`src/design/psd_pkg.sv`:
```
// Purpose: Shared constants for the synthesizer divider control block
// Assumes: One 10 MHz system clock; all pins sampled into that domain
// Notes:   Field positions follow the 18-bit programming word layout
package psd_pkg;
  localparam int SHIFT_W       = 18;
  localparam int FB_W          = 17;
  localparam int REF_W         = 14;
  localparam int RCNT_W        = 10;
  localparam int RCNT_LSB      = 1;
  localparam int CPTRI_BIT     = 11;
  localparam int PDPOL_BIT     = 12;
  localparam int LOCKSRC_LSB   = 13;
  localparam int FB_B_W        = 10;
  localparam int FB_A_W        = 5;
  localparam int FB_B_LSB      = 7;
  localparam int FB_A_LSB      = 2;
  localparam int FB_PWDN_BIT   = 1;
  localparam int PRESC_LOW     = 32;
  localparam logic [9:0]  RCNT_MIN   = 10'h002;
  localparam logic [16:0] FB_RESET   = 17'h00000;
  localparam logic [13:0] REF_RESET  = 14'h0000;
  localparam logic [2:0] LOCKSRC_DIGITAL = 3'h0;
  localparam logic [2:0] LOCKSRC_ANALOG  = 3'h1;
  localparam logic [2:0] LOCKSRC_REFDIV  = 3'h2;
  localparam logic [2:0] LOCKSRC_FBDIV   = 3'h3;
  localparam logic [2:0] LOCKSRC_TEST    = 3'h4;
  localparam logic [2:0] LOCK_CYCLES = 3'h5;
endpackage

```
`src/design/psd_sync.sv`:
```
// Purpose: Two-flop synchroniser with rising-edge detect, one per input bit
// Assumes: Inputs are asynchronous to clk
// Notes:   The first stage feeds only the second stage
`timescale 1ns/1ps
`default_nettype none
module psd_sync #(
  parameter int W = 1
) (
  input  wire logic         clk,
  input  wire logic         rst_n,
  input  wire logic [W-1:0] async_in,
  output logic      [W-1:0] sync_out,
  output logic      [W-1:0] rise
);
  typedef struct packed {
    logic [W-1:0] s1;
    logic [W-1:0] s2;
    logic [W-1:0] s3;
  } psd_sync_st_t;
  psd_sync_st_t st_reg;
  psd_sync_st_t st_next;

  // Shift the pins through the stages
  always_comb begin
    st_next = st_reg;
    st_next.s1 = async_in;
    st_next.s2 = st_reg.s1;
    st_next.s3 = st_reg.s2;
  end

  always_ff @(posedge clk) begin
    if (!rst_n) begin
      st_reg <= '0;
    end else begin
      st_reg <= st_next;
    end
  end

  // Edge found between stage two and three
  assign sync_out = st_reg.s2;
  assign rise     = st_reg.s2 & ~st_reg.s3;
endmodule
`default_nettype wire

```
`src/design/psd_top.sv`:
```
// Purpose: Digital control side of an integer-N synthesizer: serial load,
//          reference and feedback dividers, phase detector, lock pin mux
// Assumes: All pins asynchronous; sampled by clk at 10 MHz. Divider inputs
//          are seen as sampled edges, so they must run well below clk/2
// Notes:   chip_enable low gates pump and lock pin at once, counters after sync
// Function
// - Each serial data bit is shifted in on a rising edge of the serial clock.
// - Words arrive MSB first and the last bit shifted is the register select.
// - A rising load strobe copies the shift register into the selected register.
// - The shifter is 18 bits; select 0 loads 17 bits to feedback, 1 loads 15 to reference.
// - Chip enable low powers down at once and floats the pump output; here only pump and lock pin act at once, the counters after the sync.
// - The lock pin shows reference divider, feedback divider, digital or analog lock.
// - Lock source 000 digital, 001 analog, 010 reference, 011 feedback, 100 test.
// - The reference divider is a 10-bit counter dividing by 2 to 1023.
// - The reference divider is clocked from the reference oscillator input.
// - The comparison rate must stay at or below 10 MHz through the chosen ratio.
// - The phase detector compares the two divided signals and steers the pump.
// - When locked the oscillator equals feedback ratio times comparison rate.
// - The feedback path starts with a 32/33 dual-modulus prescaler.
`timescale 1ns/1ps
`default_nettype none
module psd_top (
  input  wire logic clk,
  input  wire logic rst_n,
  input  wire logic serial_clock,
  input  wire logic serial_data,
  input  wire logic load_strobe,
  input  wire logic chip_enable,
  input  wire logic reference_osc_input,
  input  wire logic rf_feedback_input,
  input  wire logic rf_feedback_input_complement,
  output logic      pump_up,
  output logic      pump_down,
  output logic      pump_output_oe_n,
  output logic      lock_status_pin,
  output logic      lock_status_pin_oe_n,
  output logic      reference_compare_signal,
  output logic      feedback_compare_signal
);
  localparam int N_PIN = 6;

  typedef struct packed {
    logic [psd_pkg::SHIFT_W-1:0] shifter;
    logic [psd_pkg::FB_W-1:0]    fb_word;
    logic [psd_pkg::REF_W:0]     ref_word;  // Shifter bits 15:1, top lock source bit kept
    logic [psd_pkg::RCNT_W-1:0]  ref_cnt;
    logic                        ref_out;
    logic [5:0]                  presc_cnt;
    logic [psd_pkg::FB_B_W-1:0]  b_cnt;
    logic [psd_pkg::FB_A_W-1:0]  a_cnt;
    logic                        fb_out;
    logic                        pfd_up;
    logic                        pfd_dn;
    logic [2:0]                  good_cnt;
    logic                        locked;
    logic                        pump_seen;
    logic                        analog_lock;
  } psd_st_t;

  psd_st_t st_reg;
  psd_st_t st_next;

  logic [N_PIN-1:0] pins_raw;
  logic [N_PIN-1:0] pins_s;
  logic [N_PIN-1:0] pins_r;
  logic             ce_s;
  logic [9:0]       r_ratio;
  logic [2:0]       lock_src;
  logic             pd_pol;
  logic             cp_tri;
  logic             pwdn;
  logic             ref_tick;
  logic             fb_tick;
  logic             power_dn;
  logic             lock_pd;

  // Outside inputs pass two flops before use; chip_enable also gates pump and lock pin directly
  assign pins_raw = {chip_enable, rf_feedback_input, reference_osc_input,
                     load_strobe, serial_data, serial_clock};
  psd_sync #(.W(N_PIN)) u_sync (
    .clk      (clk),
    .rst_n    (rst_n),
    .async_in (pins_raw),
    .sync_out (pins_s),
    .rise     (pins_r)
  );
  assign ce_s = pins_s[5];

  // Decoded fields of the held registers
  assign r_ratio = st_reg.ref_word[psd_pkg::RCNT_LSB-1 +: psd_pkg::RCNT_W];
  assign cp_tri  = st_reg.ref_word[psd_pkg::CPTRI_BIT-1];
  assign pd_pol  = st_reg.ref_word[psd_pkg::PDPOL_BIT-1];
  assign lock_src = st_reg.ref_word[psd_pkg::LOCKSRC_LSB-1 +: 3];
  assign pwdn    = st_reg.fb_word[psd_pkg::FB_PWDN_BIT-1];
  assign power_dn = pwdn | ~ce_s;
  // Lock pin blanks straight from the pin, like the pump, with no sync lag
  assign lock_pd  = pwdn | ~chip_enable;
  assign ref_tick = pins_r[3];
  assign fb_tick  = pins_r[4];

  // Next-state logic for serial port, dividers, detector and lock filter
  always_comb begin
    st_next = st_reg;
    if (pins_r[0]) begin
      st_next.shifter = {st_reg.shifter[psd_pkg::SHIFT_W-2:0], pins_s[1]};
    end
    if (pins_r[2]) begin
      if (st_reg.shifter[0]) begin
        st_next.ref_word = st_reg.shifter[psd_pkg::REF_W+1:1];
      end else begin
        st_next.fb_word = st_reg.shifter[psd_pkg::SHIFT_W-1:1];
      end
    end
    st_next.ref_out = 1'b0;
    st_next.fb_out  = 1'b0;
    if (power_dn) begin
      // Power-down resets both dividers so they restart aligned
      st_next.ref_cnt   = '0;
      st_next.presc_cnt = '0;
      st_next.b_cnt     = '0;
      st_next.a_cnt     = '0;
      st_next.pfd_up    = 1'b0;
      st_next.pfd_dn    = 1'b0;
      st_next.good_cnt  = '0;
      st_next.locked    = 1'b0;
    end else begin
      // Reference divider counts oscillator edges
      if (ref_tick) begin
        if (st_reg.ref_cnt + 10'h001 >= r_ratio || r_ratio < psd_pkg::RCNT_MIN) begin
          st_next.ref_cnt = '0;
          st_next.ref_out = 1'b1;
        end else begin
          st_next.ref_cnt = st_reg.ref_cnt + 10'h001;
        end
      end
      // Prescaler divides by 33 while A runs, else by 32
      if (fb_tick) begin
        if ({26'h0, st_reg.presc_cnt} + 32'h1 >=
            psd_pkg::PRESC_LOW + ((st_reg.a_cnt != '0) ? 1 : 0)) begin
          st_next.presc_cnt = '0;
          if (st_reg.b_cnt + 10'h001 >= st_reg.fb_word[psd_pkg::FB_B_LSB-1 +: psd_pkg::FB_B_W]) begin
            st_next.b_cnt  = '0;
            st_next.a_cnt  = st_reg.fb_word[psd_pkg::FB_A_LSB-1 +: psd_pkg::FB_A_W];
            st_next.fb_out = 1'b1;
          end else begin
            st_next.b_cnt = st_reg.b_cnt + 10'h001;
            if (st_reg.a_cnt != '0) begin
              st_next.a_cnt = st_reg.a_cnt - 5'h01;
            end
          end
        end else begin
          st_next.presc_cnt = st_reg.presc_cnt + 6'h01;
        end
      end
      // Three-state phase/frequency detector
      if (st_reg.ref_out) begin
        st_next.pfd_up = 1'b1;
      end
      if (st_reg.fb_out) begin
        st_next.pfd_dn = 1'b1;
      end
      if ((st_reg.pfd_up | st_reg.ref_out) & (st_reg.pfd_dn | st_reg.fb_out)) begin
        st_next.pfd_up = 1'b0;
        st_next.pfd_dn = 1'b0;
      end
      // Digital lock: five clean comparison cycles in a row
      if (st_reg.ref_out) begin
        if (!st_reg.pump_seen && st_reg.good_cnt != psd_pkg::LOCK_CYCLES) begin
          st_next.good_cnt = st_reg.good_cnt + 3'h1;
        end else if (st_reg.pump_seen) begin
          st_next.good_cnt = '0;
        end
        st_next.locked = st_reg.pump_seen ? 1'b0 :
                         (st_reg.good_cnt + 3'h1 >= psd_pkg::LOCK_CYCLES) | st_reg.locked;
      end
    end
    // Analog lock follows pump activity every clk cycle
    st_next.analog_lock = ~(st_reg.pfd_up | st_reg.pfd_dn);
    if (st_reg.ref_out) begin
      st_next.pump_seen = 1'b0;
    end else if (st_reg.pfd_up ^ st_reg.pfd_dn) begin
      // A one-sided pump pulse in any cycle without ref_out marks this comparison cycle as unclean
      st_next.pump_seen = 1'b1;
    end
  end

  always_ff @(posedge clk) begin
    if (!rst_n) begin
      st_reg          <= '0;
      st_reg.fb_word  <= psd_pkg::FB_RESET;
      st_reg.ref_word <= {1'b0, psd_pkg::REF_RESET};
    end else begin
      st_reg <= st_next;
    end
  end

  // Pump drive: polarity swap, high impedance on power-down or CP_TRI bit
  assign pump_up   = ~chip_enable ? 1'b0 : (pd_pol ? st_reg.pfd_up : st_reg.pfd_dn);
  assign pump_down = ~chip_enable ? 1'b0 : (pd_pol ? st_reg.pfd_dn : st_reg.pfd_up);
  assign pump_output_oe_n = ~chip_enable | power_dn | cp_tri |
                            ~(st_reg.pfd_up ^ st_reg.pfd_dn);
  assign reference_compare_signal = st_reg.ref_out;
  assign feedback_compare_signal  = st_reg.fb_out;

  // Lock pin source select; analog mode drives open-drain
  always_comb begin
    lock_status_pin      = 1'b1;
    lock_status_pin_oe_n = 1'b0;
    if (lock_pd) begin
      lock_status_pin = 1'b1;
    end else begin
      case (lock_src)
        psd_pkg::LOCKSRC_DIGITAL: lock_status_pin = st_reg.locked;
        psd_pkg::LOCKSRC_ANALOG: begin
          lock_status_pin      = 1'b0;
          lock_status_pin_oe_n = st_reg.analog_lock;
        end
        psd_pkg::LOCKSRC_REFDIV:  lock_status_pin = st_reg.ref_out;
        psd_pkg::LOCKSRC_FBDIV:   lock_status_pin = st_reg.fb_out;
        psd_pkg::LOCKSRC_TEST:    lock_status_pin = st_reg.locked;
        default:                  lock_status_pin = st_reg.locked;
      endcase
    end
  end
endmodule
`default_nettype wire

```
`config.mk`:
```
export PLATFORM = sky130hd
export DESIGN_NAME = psd_top
export DESIGN_NICKNAME = d
export VERILOG_FILES = /design/src/design/psd_pkg.sv /design/src/design/psd_sync.sv /design/src/design/psd_top.sv
export SDC_FILE = /design/constraint.sdc
export NUM_CORES = 1
export LEC_CHECK = 0
export BUFFER_PORTS_ARGS = -buffer_cell sky130_fd_sc_hd__buf_2
export CAP_MARGIN = 15
export CORE_UTILIZATION = 43
export DETAILED_ROUTE_END_ITERATION = 8
export PLACE_DENSITY = 0.69
export SLEW_MARGIN = 20
export SYNTH_ARGS = -nofsm -noshare
export SYNTH_HDL_FRONTEND = slang
export SYNTH_SLANG_ARGS = --single-unit
```
`constraint.sdc`:
```
create_clock -name clk -period 3.6 [get_ports clk]
set_input_delay 0.72 -clock clk [delete_from_list [all_inputs] [get_ports clk]]
set_output_delay 0.72 -clock clk [all_outputs]
set_load 0.1 [all_outputs]
```
Word-level counts from Yosys, hierarchy flattened:

Cells that the tools add are included.

* register bits: 106
* input bits: 9
* output and inout port bits: 7
* word-level logic and storage cells: 90

* $add $sub $neg: 7
* magnitude comparators: 5
* equality and inequality tests: 4
* muxes and demuxes: 18
* bitwise gates (word level): 22
* reductions and logical operators: 16

Operators by type and width (number)
* 10-bit by 1-bit adder with 10-bit output (second input constant): 2
* 10-bit greater-or-equal comparator: 2
* 15-bit 2-to-1 mux: 1
* 1-bit 2-to-1 mux: 11
* 10-bit by 2-bit less-than comparator with 1-bit output (second input constant): 1
* 10-bit 2-to-1 mux: 1
* 1-bit NOT: 9
* 1-bit OR: 9
* 2-bit AND reduction: 4
* 6-bit by 1-bit adder with 7-bit output (first input constant): 1
* 6-bit by 1-bit adder with 7-bit output (second input constant): 1
* 7-bit greater-or-equal comparator: 1
* 6-bit by 1-bit adder with 6-bit output (second input constant): 1
* 3-bit by 2-bit == test with 1-bit output (second input constant): 2
* 3-bit 2-to-1 mux: 2
* 6-bit 2-to-1 mux: 1
* 3-bit OR reduction: 2
* 5-bit bitwise AND: 1
* 5-bit 2-to-1 mux: 1
* 5-bit NOT: 1
* 5-bit nonzero test: 1
* 5-bit by 1-bit subtractor with 5-bit output (second input constant): 1
* 2-bit nonzero test: 2
* 2-bit OR reduction: 2
* other kinds (12): 12

Logic depth before layout (Yosys ltp):

Gate-level depths: netlist of run 1.

* depth in word-level cells: 6
* gate-level depth with buffers: 14
* mapped depth without buffers: 12

Modules after synthesis:

Synthesis of run 1 repeated with hierarchy kept, for this count alone.

* cell total of the unflattened synthesis: 559
* area total of the unflattened synthesis: 5084.9 um^2

Modules (own cells, without submodules)
* psd_top: times used 1, cells each 510, area an instance 4500.6 um^2, seq. area each 1781.7 um^2
* psd_sync: times used 1, cells each 49, area an instance 584.3 um^2, seq. area each 360.3 um^2

Worst setup path before layout of run 1:

OpenSTA, ideal clock, no wires.

* path type: input to output
* start point: input chip_enable
* end point: output lock_status_pin_oe_n
* arrival time: 3033 ps
* required time: 2880 ps
* path slack: -153 ps
* stages on the path: 2
* path buffers: 0
* cell sequence: nand4bb_1 -> nor3b_1

* cells in the longest elaborated chain, start to end: 3

RTL lines
* start, declared: line psd_top.sv:28 `input wire logic chip_enable,`
* 1-bit NOT: line psd_top.sv:97 `assign lock_pd = pwdn | ~chip_enable;`
* 1-bit OR: line psd_top.sv:97
* 1-bit 2-to-1 mux: line psd_top.sv:209 `if (lock_pd) begin`
* end, declared: line psd_top.sv:36 `output logic lock_status_pin_oe_n,`

No other way between the ends.

Final worst setup path of run 1:

* start point: register st_reg[10] in the netlist's numbering
* end point: register st_reg[16] in the netlist's numbering

* cells in the longest elaborated chain, start to end: 5

RTL lines
* start, declared: line psd_top.sv:60 `psd_st_t st_reg;`
* start signal, assigned: line psd_top.sv:193 `st_reg <= st_next;`
* 5-bit nonzero test: line psd_top.sv:139 `psd_pkg::PRESC_LOW + ((st_reg.a_cnt != '0) ? 1 : 0)) begin`
* 1-bit 2-to-1 mux: line psd_top.sv:139
* 6-bit by 1-bit adder with 7-bit output: line psd_top.sv:139
* 7-bit greater-or-equal comparator: line psd_top.sv:138 `if ({26'h0, st_reg.presc_cnt} + 32'h1 >=`
* 2-bit AND reduction (no source line)

No other way between the ends.
A chain may end at the register's enable or synchronous reset.

==> metrics.csv, run 1 <==
metric,value,unit
outcome,"complete, no violations",
end_kind,flop,
cts_hold_buf,0,
grt_start_max_net_pins,68,
rrSetupSlack,0.46,ns
synthesis.nets,638,
drt-pass1-iter-count,4,
tns,0,ns
multiInputGateArea,2770,um^2
die_x,111,um
gp_congestion,0.809,
slew_violations,0,
dpl-instance-area,5270,um^2
synth_warnings,0,
root_buffer,clkbuf_16,
worst_pin_slew,0.927,ns
postLayoutCellArea,5580,um^2
row_count,39,
clock_path_buffers,2,
post-cts-setup-buffers,0,
cts_tree,yes,
wl,9.98,mm
vias_per_cell,5.35,
grt_pass1_vias,3878,
io_pins,16,
die-area,12300,um^2
cp-start-kind,flop,
start_util,44.4,%
ir_worst_vdd,0.343,mV
critPathLaunch,st_reg[10],
yosysUniqueCellTypes,63,
netSwitchingPower,0.000457,W
ff2ff_path_depth,11,
register_area,2100,um^2
cts-resized-gates,0,
htreeDepth,3,
n_fill_cell,1091,
hold_ws,0.434,ns
cap_violations,0,
cts_buffers,9,
path_clk_slew,0.07,ns
drive_gt1_share,8.26,%
ys.flop_type,dfxtp_1,
largest_register_ffs,71,
num_vias,4001,
grt_pass1_wl,17.6,mm
swShare,20.5,%
slowest_delay,0.48,ns
slowest_stage,nor4b_1,
grt.busiest_layer,met2,
ant_nets,0,
final_cell_mix,"nand2_1 (127), dfxtp_1 (105), a21boi_0 (48)",
seq_area_frac_synth,41.3,%
cp.depth,11,
path_class,reg2reg,
syn_area,5090,um^2
antenna_found_initial,0,
worstPathMaxFanout,9,
fin_skew,0.00684,ns
hp-class,reg2reg,
rsz0062_at_grt,false,
coreArea,11500,um^2
track_usage,17.3,%
cp_top_family,simple AND/OR/NAND/NOR gates,
finalCritPeriodShare,87.1,%
ys_ff_latch,105,
cts.sinks,105,
finalNetCount,639,
post-route-drc-count,0,
dp_hpwl,6.86,mm
final_common_cell,nand2_1,
use_met3,3.50,%
maxSlewHeadroom,38.1,%
cp_cell_sequence,inv_1 -> ha_1 -> nor4b_1 -> inv_1 -> ha_1 -> nor3b_1 -> o211ai_2 -> o211ai_4 -> or2_0 -> or3b_1 -> a21oi_2,
hold_viol,0,
rr_startpoint,st_reg[10],
grtUsageMet1,21.4,%
finalCriticalPeriod,3.14,ns
synthArstFlopShare,0,%
wire_per_inst,13.3,um
reg2reg_to,st_reg[16],
portBuffers,14,
pwr_density_cell,399,nW/um^2
critPathRequiredTime,3.84,ns
pwr-share-seq,52.7,%
clock_power_share,44.5,%
die_y,111,um
grt_overflow,0,
p_int,0.00177,W
endpoint,st_reg[16],
power_leakage,1.93,nW
postSynthAreaPerCell,8.50,um^2
setup_violations,0,
num_antenna_cells,0,
synth-edff-count,0,
fmax,319,MHz
crit_arrival,3.37,ns
syn2layout_area_growth,9.66,%
drt_iter0_drc,375,
comb_power_share,2.8,%
insertion_delay,0.34,ns
syn_inst,599,
cp.buffers_inverters,2,
met2_usage,30.0,%
power groups by stage:
stage,Clock (W),Combinational (W),Sequential [W]
after global routing,0.00106,0.0000684,0.00117
after global placement,0,0.0000612,0.00120
after floorplan,0,0.0000451,0.00120
final,0.000990,0.0000620,0.00117
after CTS,0.00102,0.0000627,0.00117
after detailed placement,0,0.0000625,0.00120
worst min-delay path by stage:
stage / startpoint / to / slack [ns] / cells past startpoint
after CTS: u_sync.st_next[8] / u_sync.sync_out[2] / 0.44 / 1
after detailed placement: u_sync.st_next[8] / u_sync.sync_out[2] / 0.42 / 1
after global placement: u_sync.st_next[8] / u_sync.sync_out[2] / 0.41 / 1
final: u_sync.st_next[8] / u_sync.sync_out[2] / 0.43 / 1
after floorplan: u_sync.st_next[6] / u_sync.sync_out[0] / 0.41 / 1
after global routing: u_sync.st_next[11] / u_sync.sync_out[5] / 0.44 / 1
metal layers:
layer	share of wire, %	vias to the layer above
li1	-	2032
met1	46	1908
met2	49	57
met3	3.4	4
met4	0.61	0
met5	0	-
through the flow:
| step | total power (W) | setup WS, ns | util [%] | std cells |
|---|---|---|---|---|
| 3_5_place_dp | 0.00126 | 0.515 | 46.0 | 732 |
| 6_report | 0.00223 | 0.463 | 48.7 | 748 |
| 3_3_place_gp | 0.00126 | 0.588 | 46.0 | 732 |
| 2_1_floorplan | 0.00124 | 0.689 | - | 599 |
| 5_1_grt | 0.00230 | 0.232 | 48.7 | 748 |
| 4_1_cts | 0.00226 | 0.480 | 48.7 | 748 |
worst reg2reg max path, stage by stage, from the launching register on:
cell      delay (ns)
dfxtp_1         0.31
inv_1           0.10
ha_1            0.18
nor4b_1         0.48
inv_1           0.17
ha_1            0.31
nor3b_1         0.29
o211ai_2        0.21
o211ai_4        0.34
or2_0           0.40
or3b_1          0.20
a21oi_2         0.05
cells by family (layout without fill, tap and decap cells):
kind of cell | Yosys count | count (layout) | share of synthesized area [%]
buf+inv | 60 | 66 | 4.45
fa+ha+maj | 30 | 30 | 7.37
simple gates | 254 | 254 | 23.7
flops | 105 | 105 | 41.3
xor+xnor | 30 | 30 | 5.16
compound gates | 115 | 115 | 16.8
mux | 5 | 5 | 1.25
cell type report:
type / count / share of cell area (%)
clock buffers: 12 / 4.59
flip-flops and latches: 105 / 37.6
clock inverters: 4 / 0.919
well taps: 143 / 3.20
repair buffers: 19 / 1.93
inverters: 31 / 2.08
multi-input cells: 434 / 49.6
synthesized netlist by cell type, types with 4 or more instances:
cell type	n	area [um^2]
a21boi_0	48	360
and2_1	20	125
a21oi_1	14	70.1
nand3_1	18	90.1
ha_1	30	375
o41ai_1	4	35.0
nor2b_1	8	50.1
clkbuf_1	27	101
xor2_1	11	96.3
o31ai_1	5	37.5
o21ai_0	14	70.1
nor2_1	27	101
nand3b_1	5	37.5
dfxtp_1	105	2100
inv_1	31	116
a211oi_1	4	30.0
nor3_1	17	85.1
nand2b_1	5	31.3
xnor2_1	19	166
nor3b_1	4	30.0
nand2_1	127	477
Power figures use the tool's default switching activity.
==> run 2, diff against run 1 <==
- SYNTH_HIERARCHICAL: not set -> 1
- clock period: 3.6 -> 3.1 ns (I/O delays scaled with it)
==> run 2 against run 1 <==
  * Area after synthesis decreased by 2.1%
  * Combinational power increased by 13%
  * Routed wire length decreased by 9.7%
  * Core utilization increased by 1.1 points
  * Critical path type unchanged
  * Largest cell class unchanged
==> metrics.csv, run 2 <==
metric,value,unit
outcome,"complete, no violations",
critPathLaunch,st_reg[17],
start_util,45.0,%
hp-class,reg2reg,
grt_start_max_net_pins,45,
place_ws,0.112,ns
fin_skew,0.0105,ns
clock_path_buffers,2,
path_class,reg2reg,
dp_hpwl,6.51,mm
n_fill_cell,1041,
num_vias,3609,
vias_per_cell,5.13,
power,0.00251,W
synthesis.nets,588,
setup_violations,0,
crit_arrival,3.17,ns
post-route-drc-count,0,
syn_area,4990,um^2
cap_violations,0,
syn2layout_area_growth,10.6,%
io_pins,16,
path_clk_slew,0.07,ns
postSynthAreaPerCell,9.08,um^2
antenna_found_initial,0,
grt_pass1_vias,3471,
hold_viol,0,
worstHoldStart,u_sync/st_next[6],
synth_warnings,6,
track_usage,16.5,%
finalNetCount,597,
final_cell_mix,"dfxtp_1 (104), nand2_1 (83), a21boi_1 (31)",
worst_pin_slew,0.620,ns
endpoint,st_reg[9],
fmax,342,MHz
slew_violations,0,
coreArea,11100,um^2
wl,9.01,mm
syn_inst,549,
setup_ws,0.180,ns
largest_register_ffs,71,
tns,0,ns
portBuffers,14,
critPathRequiredTime,3.35,ns
pwr_density_cell,455,nW/um^2
row_count,38,
num_antenna_cells,0,
finalCriticalPeriod,2.92,ns
worstPathMaxFanout,9,
dpl-instance-area,5200,um^2
grt_pass1_wl,15.6,mm
die_y,110,um
slowest_delay,0.45,ns
drive_gt1_share,11.9,%
cp-start-kind,flop,
die-area,12000,um^2
cp_cell_sequence,nand3_1 -> nor2_2 -> and3_1 -> xor2_2 -> ha_1 -> a211oi_1 -> nor2_1 -> or3_1 -> nor2_2 -> buf_4 -> a21oi_1 -> o32ai_1,
cts_buffers,9,
cts_tree,yes,
postLayoutCellArea,5520,um^2
rrSetupSlack,0.18,ns
final_util,49.8,%
cts-resized-gates,0,
ff2ff_path_depth,12,
final_common_cell,dfxtp_1,
maxSlewHeadroom,58.5,%
drt_iter0_drc,188,
root_buffer,clkbuf_16,
insertion_delay,0.34,ns
post-cts-setup-buffers,0,
end_kind,flop,
cpMostUsedCell,nor2_2,
power_leakage,2.07,nW
grt_overflow,0,
wire_per_inst,12.8,um
reg2reg_to,st_reg[9],
drt-pass1-iter-count,4,
slowest_stage,or3_1,
rsz0062_at_grt,false,
finalCritPeriodShare,94.2,%
cts_hold_buf,0,
htreeDepth,3,
gp_congestion,0.782,
rr_startpoint,st_reg[17],
die_x,110,um
ir_worst_vdd,0.346,mV
cts.sinks,105,
ant_nets,0,
[run 2: cell type report]
| class | instances | area (um^2) | share of cell area [%] |
|---|---|---|---|
| clock buffers | 10 | 239 | 4.33 |
| clock inverters | 6 | 48.8 | 0.885 |
| inverters | 28 | 105 | 1.91 |
| multi-input cells | 391 | 2710 | 49.1 |
| flip-flops and latches | 105 | 2100 | 38.1 |
| well taps | 140 | 175 | 3.18 |
| repair buffers | 23 | 138 | 2.49 |
[run 2: layer usage]
metal  share of wire [%]  global-route usage [%]  up-vias
met4                 1.6                    5.43        0
li1                    -                       -     1876
met3                 2.1                    3.91       13
met2                  47                    28.7       28
met5                   0                       0        -
met1                  49                    20.1     1692
[run 2: worst min-delay path by stage]
stage                         endpoint  slack, ns  depth (start not counted)
CTS                 u_sync/sync_out[0]       0.45                          1
global route         u_sync/st_next[6]       0.46                          2
detailed placement  u_sync/sync_out[0]       0.43                          1
global placement    u_sync/sync_out[3]       0.43                          1
finish              u_sync/sync_out[0]       0.45                          1
floorplan           u_sync/sync_out[3]       0.41                          1
[run 2: critical path, delay by kind of cell (launching register included)]
| kind | cells | cell delay [ns] |
|---|---|---|
| buf+inv | 1 | 0.19 |
| simple gates | 6 | 1.18 |
| xor+xnor | 1 | 0.20 |
| flops | 1 | 0.39 |
| fa+ha+maj | 1 | 0.27 |
| compound gates | 3 | 0.59 |
[run 2: where the power goes]
part	internal (W)	total, W	switching (W)
combinational	0.0000296	0.0000698	0.0000402
clock	0.000577	0.00108	0.000505
sequential	0.00136	0.00136	0.00000288
[run 2: through the flow]
step / std cells / hold WS (ns)
2_1_floorplan: 549 / 0.412
5_1_grt: 703 / 0.464
4_1_cts: 703 / 0.448
3_3_place_gp: 687 / 0.428
6_report: 703 / 0.447
3_5_place_dp: 687 / 0.431
